**src/rtl/mdsf_pkg.sv**
```systemverilog
package mdsf_pkg;
    localparam logic [6:0] MOTOR1_DIAG_ADDR = 7'h6F;
    localparam logic [6:0] MOTOR2_DIAG_ADDR = 7'h7F;
    localparam int STANDSTILL_BIT = 31;
    localparam int OPENLOAD_B_BIT = 30;
    localparam int OPENLOAD_A_BIT = 29;
    localparam int SHORT_B_BIT    = 28;
    localparam int SHORT_A_BIT    = 27;
    localparam int PREWARN_BIT    = 26;
    localparam int SHUTDOWN_BIT   = 25;
    localparam int STALL_BIT      = 24;
    localparam int SCALE_MSB      = 20;
    localparam int SCALE_BITS     = 5;
    localparam int LOAD_LSB       = 0;
    localparam int LOAD_BITS      = 10;
    localparam logic [31:0] DIAG_RESET = 32'h0000_0000;
    localparam logic [1:0] SHORT_RESET = 2'h0;
    localparam int SYNC_STAGES    = 2;
endpackage

```
**src/rtl/mdsf_sync_if.sv**
```systemverilog
`timescale 1ns/10ps
interface mdsf_sync_if #(parameter int WIDTH = 8);
    logic [WIDTH-1:0] rawLevel;
    logic [WIDTH-1:0] syncLevel;
    modport owner (output rawLevel, input syncLevel);
    modport sync  (input rawLevel, output syncLevel);
endinterface

```
**src/rtl/mdsf_sync.sv**
```systemverilog
`timescale 1ns/10ps
module mdsf_sync #(
    parameter int WIDTH = 8
) (
    input  wire logic core_clk,
    input  wire logic reset_n,
    mdsf_sync_if.sync bus
);
    import mdsf_pkg::*;

    logic [WIDTH-1:0] stage1_reg;
    logic [WIDTH-1:0] stage2_reg;

    always_ff @(posedge core_clk)
    begin
        if (!reset_n)
        begin
            stage1_reg <= '0;
            stage2_reg <= '0;
        end
        else
        begin
            stage1_reg <= bus.rawLevel;
            stage2_reg <= stage1_reg;
        end
    end

    assign bus.syncLevel = stage2_reg;
endmodule

```
**src/rtl/mdsf_motor_driver_status_flags.sv**
```systemverilog
// Behaviour
// - two diagnostic words, one per motor, at addresses 6F and 7F
// - bit 31 shows motor standstill in every mode
// - bit 30 open load phase B, bit 29 open load phase A
// - open load flags are informative; no protective action taken
// - bits 28/27 show ground shorts on B/A; short disables that driver
// - short flags stay latched until off-time zero or disable input
// - bit 26 shows overtemperature pre-warning threshold exceeded
// - one shared pre-warning appears in both words
// - bit 25 shutdown; drivers stay off until pre-warning clears
// - shared shutdown condition appears in both words
// - bit 24 stall when load value is zero or constant-drive stall
// - field from bit 20 shows actual current scaling
// - stall compares load measurement against zero
// - low field carries load measurement; larger means lower load
`timescale 1ns/10ps
module mdsf_motor_driver_status_flags #(
    parameter int SCALE_W = mdsf_pkg::SCALE_BITS,
    parameter int LOAD_W  = mdsf_pkg::LOAD_BITS
) (
    input  wire logic               core_clk,
    input  wire logic               reset_n,
    input  wire logic [6:0]         readAddr,
    output logic      [31:0]        readData,
    input  wire logic [1:0]         standstill,
    input  wire logic [1:0]         openLoadA,
    input  wire logic [1:0]         openLoadB,
    input  wire logic [1:0]         ground_short_phase_a,
    input  wire logic [1:0]         ground_short_phase_b,
    input  wire logic               thermalPrewarn,
    input  wire logic               thermalLimit,
    input  wire logic [1:0]         constDriveStall,
    input  wire logic [2*SCALE_W-1:0] currentScale,
    input  wire logic [2*LOAD_W-1:0]  load_measure_value,
    input  wire logic [1:0]         offtimeZero,
    input  wire logic               driver_disable_input,
    output logic      [1:0]         driverEnable,
    output logic                    thermal_shutdown_flag
);
    import mdsf_pkg::*;

    if (SCALE_W < 1 || SCALE_W > SCALE_BITS || LOAD_W < 1 || LOAD_W > LOAD_BITS)
    begin : g_width_check
        $error("unsupported field width");
    end

    if (SCALE_MSB - SCALE_W < LOAD_LSB + LOAD_W - 1)
    begin : g_overlap_check
        $error("scale field overlaps load field");
    end

    // two-stage sync of pin inputs
    localparam int NSYNC = 13;
    mdsf_sync_if #(.WIDTH(NSYNC)) pinSync ();
    mdsf_sync #(.WIDTH(NSYNC)) pinSyncInst (
        .core_clk (core_clk),
        .reset_n  (reset_n),
        .bus      (pinSync.sync)
    );

    assign pinSync.rawLevel = {
        driver_disable_input,
        thermalLimit,
        thermalPrewarn,
        ground_short_phase_b,
        ground_short_phase_a,
        openLoadB,
        openLoadA,
        standstill
    };

    wire logic [1:0] stillS   = pinSync.syncLevel[1:0];
    wire logic [1:0] olaS     = pinSync.syncLevel[3:2];
    wire logic [1:0] olbS     = pinSync.syncLevel[5:4];
    wire logic [1:0] shortAS  = pinSync.syncLevel[7:6];
    wire logic [1:0] shortBS  = pinSync.syncLevel[9:8];
    wire logic       prewarnS = pinSync.syncLevel[10];
    wire logic       limitS   = pinSync.syncLevel[11];
    wire logic       disableS = pinSync.syncLevel[12];

    logic [1:0] shortA_reg;
    logic [1:0] shortB_reg;
    logic [1:0] shortA_next;
    logic [1:0] shortB_next;
    logic       shutdown_reg;
    logic       shutdown_next;
    logic [31:0] readData_reg;
    logic [31:0] readData_next;
    logic [1:0]  driverEnable_reg;
    logic [1:0]  driverEnable_next;

    wire logic [1:0] shortClear = offtimeZero | {2{disableS}};

    assign shortA_next = shortAS | (shortA_reg & ~shortClear);
    assign shortB_next = shortBS | (shortB_reg & ~shortClear);

    assign shutdown_next = limitS | (shutdown_reg & prewarnS);

    wire logic [1:0] shortAny   = shortA_next | shortB_next;
    wire logic [1:0] thermalOff = {2{shutdown_next}};
    assign driverEnable_next = ~(shortAny | thermalOff | shortClear);

    logic [31:0] word [2];
    genvar m;
    generate
        for (m = 0; m < 2; m++)
        begin : g_word
            wire logic [LOAD_W-1:0]  loadM  = load_measure_value[m*LOAD_W +: LOAD_W];
            wire logic [SCALE_W-1:0] scaleM = currentScale[m*SCALE_W +: SCALE_W];
            wire logic loadZero = (loadM == '0);
            wire logic stall_detect_flag = loadZero | constDriveStall[m];
            always_comb
            begin
                word[m] = DIAG_RESET;
                word[m][STANDSTILL_BIT] = stillS[m];
                word[m][OPENLOAD_B_BIT] = olbS[m];
                word[m][OPENLOAD_A_BIT] = olaS[m];
                word[m][SHORT_B_BIT] = shortB_reg[m];
                word[m][SHORT_A_BIT] = shortA_reg[m];
                word[m][PREWARN_BIT] = prewarnS;
                word[m][SHUTDOWN_BIT] = shutdown_reg;
                word[m][STALL_BIT] = stall_detect_flag;
                word[m][SCALE_MSB -: SCALE_W] = scaleM;
                word[m][LOAD_LSB +: LOAD_W] = loadM;
            end
        end
    endgenerate

    wire logic hit1 = (readAddr == MOTOR1_DIAG_ADDR);
    wire logic hit2 = (readAddr == MOTOR2_DIAG_ADDR);
    wire logic [31:0] motor1Sel = hit1 ? word[0] : DIAG_RESET;
    wire logic [31:0] motor2Sel = hit2 ? word[1] : DIAG_RESET;
    assign readData_next = motor1Sel | motor2Sel;

    always_ff @(posedge core_clk)
    begin
        if (!reset_n)
        begin
            shortA_reg <= SHORT_RESET;
        end
        else
        begin
            shortA_reg <= shortA_next;
        end
    end

    always_ff @(posedge core_clk)
    begin
        if (!reset_n)
        begin
            shortB_reg <= SHORT_RESET;
        end
        else
        begin
            shortB_reg <= shortB_next;
        end
    end

    always_ff @(posedge core_clk)
    begin
        if (!reset_n)
        begin
            shutdown_reg <= 1'h0;
        end
        else
        begin
            shutdown_reg <= shutdown_next;
        end
    end

    always_ff @(posedge core_clk)
    begin
        if (!reset_n)
        begin
            readData_reg <= DIAG_RESET;
        end
        else
        begin
            readData_reg <= readData_next;
        end
    end

    always_ff @(posedge core_clk)
    begin
        if (!reset_n)
        begin
            driverEnable_reg <= 2'h0;
        end
        else
        begin
            driverEnable_reg <= driverEnable_next;
        end
    end

    assign readData              = readData_reg;
    assign driverEnable          = driverEnable_reg;
    assign thermal_shutdown_flag = shutdown_reg;
endmodule

```
**config.mk**
```make
export PLATFORM = sky130hd
export DESIGN_NAME = mdsf_motor_driver_status_flags
export DESIGN_NICKNAME = d
export VERILOG_FILES = /design/src/rtl/mdsf_pkg.sv /design/src/rtl/mdsf_sync_if.sv /design/src/rtl/mdsf_sync.sv /design/src/rtl/mdsf_motor_driver_status_flags.sv
export SDC_FILE = /design/constraint.sdc
export NUM_CORES = 1
export LEC_CHECK = 0
export BUFFER_PORTS_ARGS = -buffer_cell sky130_fd_sc_hd__buf_2
export CAP_MARGIN = 0
export CORE_MARGIN = 2
export CORE_UTILIZATION = 45
export DETAILED_ROUTE_END_ITERATION = 10
export PLACE_DENSITY = 0.78
export SYNTH_ARGS = -nofsm -noshare
export SYNTH_HDL_FRONTEND = slang
export SYNTH_SLANG_ARGS = --single-unit
```
**constraint.sdc**
```tcl
create_clock -name core_clk -period 1.3 [get_ports core_clk]
set_input_delay 0.39 -clock core_clk [delete_from_list [all_inputs] [get_ports core_clk]]
set_output_delay 0.39 -clock core_clk [all_outputs]
set_load 0.01 [all_outputs]
```
==> results of run 1 <==
layer usage:
metal,track usage,wire length [um],up-vias
met5,0,0,-
met1,0.165,1370,615
met4,0.0833,82,0
met2,0.300,1800,59
met3,0.0552,331,8
li1,-,-,721
worst max-delay path by stage:
stage	to	from	slack [ps]
floorplan	readData[30]	readAddr[4]	130
global placement	readData[3]	reset_n	80
detailed placement	readData[24]	load_measure_value[16]	30
CTS	thermal_shutdown_flag	thermal_shutdown_flag	60
global route	thermal_shutdown_flag	thermal_shutdown_flag	20
finish	thermal_shutdown_flag	thermal_shutdown_flag	70
per-stage QoR:
stage	hold WS [ps]	instances	cell area [um2]	power [mW]
6_report	278	312	2480	3.52
3_3_place_gp	414	304	2320	2.06
3_5_place_dp	418	304	2320	2.07
2_1_floorplan	408	183	1910	1.96
4_1_cts	266	312	2480	3.56
5_1_grt	264	312	2480	3.67
cell families after synthesis:
group / count (synthesis)
compound gates: 7
buf+inv: 20
flops: 56
mux: 20
other cells: 1
simple gates: 71
power by group:
part | internal, mW | switching (mW) | total, mW
registers | 1.76 | 0.0156 | 1.78
logic | 0.134 | 0.115 | 0.249
clock network | 0.962 | 0.533 | 1.49
area by class of cell:
cell class                 instances  area [um2]
clock buffer                       5        68.8
clock inverter                     3        90.1
fill                             332        1550
inverter                           3        11.3
multi-input combinational        107         664
sequential                        56        1120
tap                               50        62.6
timing repair buffer              88         458
layout by cell type, fill, tap and decap left out, drive strengths merged:
| master | n |
|---|---|
| dfxtp | 56 |
| a21oi | 5 |
| mux2i | 20 |
| nor3 | 1 |
| nor4 | 6 |
| nand4 | 1 |
| nor2b | 5 |
| and4 | 1 |
| conb | 9 |
| buf | 88 |
| nand2 | 3 |
| and2 | 26 |
| clkbuf | 5 |
| nor2 | 28 |
| bufinv | 3 |
| a311oi | 2 |
| inv | 3 |
==> impl_results.md, run 1 <==
- Register-to-Register Path Depth: 3
- Io pins: 91
- Gr usage total: 0.165
- Leak: 1.23 nW
- Cell taking the most area after synthesis: dfxtp_1
- Buffers and inverters on the worst path: 1
- Max-cap check violation count: 0
- Avg Cell Area, Syn: 10.8 um2
- FF+latch count, synth: 56
- Max Slew Vio Count: 0
- Initial antenna violation count: 0
- Vias/cell: 4.50
- PortBufs: 81
- FF-to-FF setup slack: 460 ps
- Pwr/cell area: 1420 mW/mm2
- Routed len/inst: 11.5 um
- Post-synthesis cell type count: 19
- Gp weighted congestion: 0.869
- EDFF count, synth: 0
- Cell family with most CP delay: flip-flops
- Main flop type after synthesis: dfxtp_1
- Peak supply drop: 576 uV
- Worst-path clk slew: 100 ps
- Initial Utilization: 0.468
- Fin util: 0.615
- # hold bufs at CTS: 0
- Clock Latency Late Sink: 310 ps
- # DRC: 0
- WHS Path Cells: 2
- Hold path start: ground_short_phase_a[0]
- XOR/XNOR Fraction of Synth Area: 0
- Largest family of logic cells by synthesized area: simple AND/OR/NAND/NOR gates
- Clk buf depth: 2
- Highest clock rate: 813 MHz
- Layout area overhead: 31.4%
- Hold EP: pinSyncInst.stage1_reg[6]
- Pin count of the biggest net entering global routing: 32
- DR pass1 iterations: 4
- RSZ-0062 raised after global routing: false
- Syn. warnings: 0
- Adder-Cell Fraction of Synth Area: 0
- TritonCTS Buffers: 5
- Max reg flops: 23
- Critical Path Sink Type: output pin
- Setup ws final: 69.8 ps
- DRT Wirelength: 3580 um
- Sequential fraction of the synthesis area: 0.595
- Grt ovf: 0
- Kind of critical path: register to output pin
- First-pass GRT wire length: 5550 um
- CP max stage delay: 380 ps
- Core area: 0.00403 mm2
- Outcome: finished, final reports clean
- DRT antenna net count: 0
- CP arrival: 840 ps
- Cells after Synth: 175
- Clk sinks: 56
- Share of the synthesized area in the top cell type: 0.595
- Die span in y: 68.7 um
- Most frequent cell after synthesis: dfxtp_1
- Synth area leaders: dfxtp_1, mux2i_1, and2_1
- Vias: 1403
- Shortest period the worst path allows: 1230 ps
- CP Depth: 1
- Most common library cells after synthesis: dfxtp_1, nor2_1, and2_1, mux2i_1, buf_4
- Die ar.: 0.00472 mm2
- Setup Viol. Count Final: 0
- Cells along the critical path: buf_2
- Critical R2R Capture: driverEnable[1]
- Row count: 23
- TritonCTS clock tree: done
- Vias in the first global route: 1277
- Die width: 68.7 um
- Worst r2r src: shortB_reg[1]
- Ant. Diodes: 0
- Hpwl dp: 2790 um
- Part of the cycle the worst path needs: 0.946
- CP required: 910 ps
- Resized cells post-CTS: 0
- Final hold vios: 0
- HP Class: primary input to register
- Total negative slack: 0 ps
- Pre-CTS WS: 33.8 ps
- CP Launch Type: register
- Max FO, Critical Path: 3
- FFs w/ async S/R, synth: 0
- Clk_skew: 8.64 ps
- Simple-Gate Fraction of Synth Area: 0.206
- Critical path's slowest cell: dfxtp_1
- Synthesized cell area: 0.00188 mm2
- Share of cells above drive strength 1: 0.378
- Setup bufs post-CTS: 0
- Multiplexer share of the synthesized area: 0.106
- H-tree levels: 2
- Compound-cell area share of the yosys netlist: 0.0226
- Root Buffer: clkbuf_8
- Starting DRT DRC Count: 45
- Total Nets Final: 317
No activity file was read; power rests on OpenSTA's default activity.
==> run 2, diff against run 1 <==
- RECOVER_POWER: default -> 100
==> impl_results.md, run 2 (synthesis results as in run 1) <==
- Clk buf depth: 2 (unchanged)
- Clock share of power: 0.425 (about the same)
- Die span in y: 68.7 um (unchanged)
- Pwr/cell area: 1450 mW/mm2 (+2.2%)
- Cells along the critical path: clkbuf_2
- Seq pwr share: 0.506 (about the same)
- Die ar.: 0.00472 mm2 (unchanged)
- RSZ-0062 raised after global routing: false
- Gr usage total: 0.165 (unchanged)
- Sw frac: 0.188 (-0.000516)
- Total negative slack: 0 ps (unchanged)
- Comb pwr share: 0.069 (-0.002)
- Core area: 0.00403 mm2 (unchanged)
- Starting DRT DRC Count: 49 (+8.9%)
- Highest clock rate: 809 MHz (-0.44%)
- CP Launch Type: register
- Initial antenna violation count: 0 (unchanged)
- CP required: 910 ps (about the same)
- Die width: 68.7 um (unchanged)
- # DRC: 0 (unchanged)
- Gp weighted congestion: 0.869 (unchanged)
- TritonCTS Buffers: 5 (unchanged)
- Vias: 1404 (+0.071%)
- Clock Latency Late Sink: 310 ps (about the same)
- Root Buffer: clkbuf_8
- Layout area overhead: 28.2%
- Outcome: finished, final reports clean
- Row count: 23 (unchanged)
- Most frequent cells in the layout: dfxtp_1, buf_2, clkbuf_1
- Critical path's slowest cell: dfxtp_1
- Worst-path clk slew: 90 ps (about the same)
- Resized cells post-CTS: 0 (unchanged)
- FF-to-FF setup slack: 460 ps (about the same)
- Max Slew Vio Count: 0 (unchanged)
- Grt ovf: 0 (unchanged)
- Critical Path Sink Type: output pin
- Vias in the first global route: 1277 (unchanged)
- DP Cell Count: 304 (unchanged)
- Power Internal: 2.85 mW (-0.21%)
- Max FO, Critical Path: 3 (unchanged)
- PortBufs: 81 (unchanged)
- Routed len/inst: 11.6 um (+1.5%)
- HP Class: primary input to register
- Total Nets Final: 317 (unchanged)
- Pre-CTS WS: 33.8 ps (unchanged)
- Hpwl dp: 2790 um (unchanged)
- H-tree levels: 2 (unchanged)
- Kind of critical path: register to output pin
- Most common cell after layout, fill and taps aside: dfxtp_1
- Ant. Diodes: 0 (unchanged)
- Leak: 1.10 nW (-11%)
- Peak supply drop: 568 uV (-1.3%)
- Max reg flops: 23 (unchanged)
- Vias/cell: 4.50 (about the same)
- DRT Wirelength: 3630 um (+1.5%)
- Buffers and inverters on the worst path: 1 (unchanged)
- Io pins: 91 (unchanged)
- TritonCTS clock tree: done
- Part of the cycle the worst path needs: 0.950 (+0.00415)
- CP arrival: 850 ps (about the same)
- Setup Viol. Count Final: 0 (unchanged)
- Switching power: 0.660 mW (-0.54%)
- First-pass GRT wire length: 5550 um (unchanged)
- Hold Slack: 279 ps (+0.607 ps)
- Initial Utilization: 0.468 (unchanged)
- CP max stage delay: 380 ps (about the same)
- Cell family with most CP delay: flip-flops
- DR pass1 iterations: 4 (unchanged)
- Power, Total: 3.51 mW (-0.27%)
- Shortest period the worst path allows: 1240 ps (+5.40 ps)
- Setup ws final: 64.4 ps (-5.40 ps)
- Clk sinks: 56 (unchanged)
- Share of cells above drive strength 1: 0.263 (-0.115)
- DRT antenna net count: 0 (unchanged)
- Fin cells: 312 (unchanged)
- Final hold vios: 0 (unchanged)
- Pin count of the biggest net entering global routing: 32 (unchanged)
- # hold bufs at CTS: 0 (unchanged)
- Setup bufs post-CTS: 0 (unchanged)
- Clk_skew: 8.23 ps (-0.407 ps)
- Max-cap check violation count: 0 (unchanged)
-- run 2: cell count changes in the layout (fill, tap and decap cells not counted), sizes merged --
cell / delta
clkbuf: +31
buf: -31
-- run 2: area by class of cell --
cell class | count | area [um2]
Timing Repair Buffer | 88 | 415
Multi-Input combinational cell | 107 | 647
Fill cell | 349 | 1610
Clock buffer | 5 | 68.8
Tap cell | 50 | 62.6
Sequential cell | 56 | 1120
Inverter | 3 | 11.3
Clock inverter | 3 | 90.1
-- run 2: power by group through the flow --
stage          sequential, mW  combinational, mW  clock, mW
2_1_floorplan            1.82              0.146          0
3_3_place_gp             1.82              0.243          0
3_5_place_dp             1.82              0.251          0
4_1_cts                  1.78              0.252       1.53
5_1_grt                  1.78              0.274       1.60
6_report                 1.78              0.242       1.49
-- run 2: per-layer routing --
layer | global-route usage | wire [um] | vias up
met2 | 0.300 | 1770 | 56
li1 | - | - | 723
met5 | 0 | 0 | -
met1 | 0.165 | 1450 | 617
met3 | 0.0552 | 326 | 8
met4 | 0.0833 | 85 | 0
-- run 2: worst paths after layout --
path,endpoint,start,depth (start not counted)
worst max-delay path,thermal_shutdown_flag,thermal_shutdown_flag,1
worst min-delay path,pinSyncInst.stage1_reg[6],ground_short_phase_a[0],2
worst max register to register,driverEnable[1],shortB_reg[1],3
worst min register to register,pinSyncInst.bus.syncLevel[5],pinSyncInst.stage1_reg[5],1
-- run 2: metrics by stage --
| stage | area, um2 | utilization |
|---|---|---|
| floorplan | 1910 | - |
| global placement | 2320 | 0.575 |
| detailed placement | 2320 | 0.575 |
| CTS | 2480 | 0.615 |
| global route | 2420 | 0.600 |
| finish | 2420 | 0.600 |
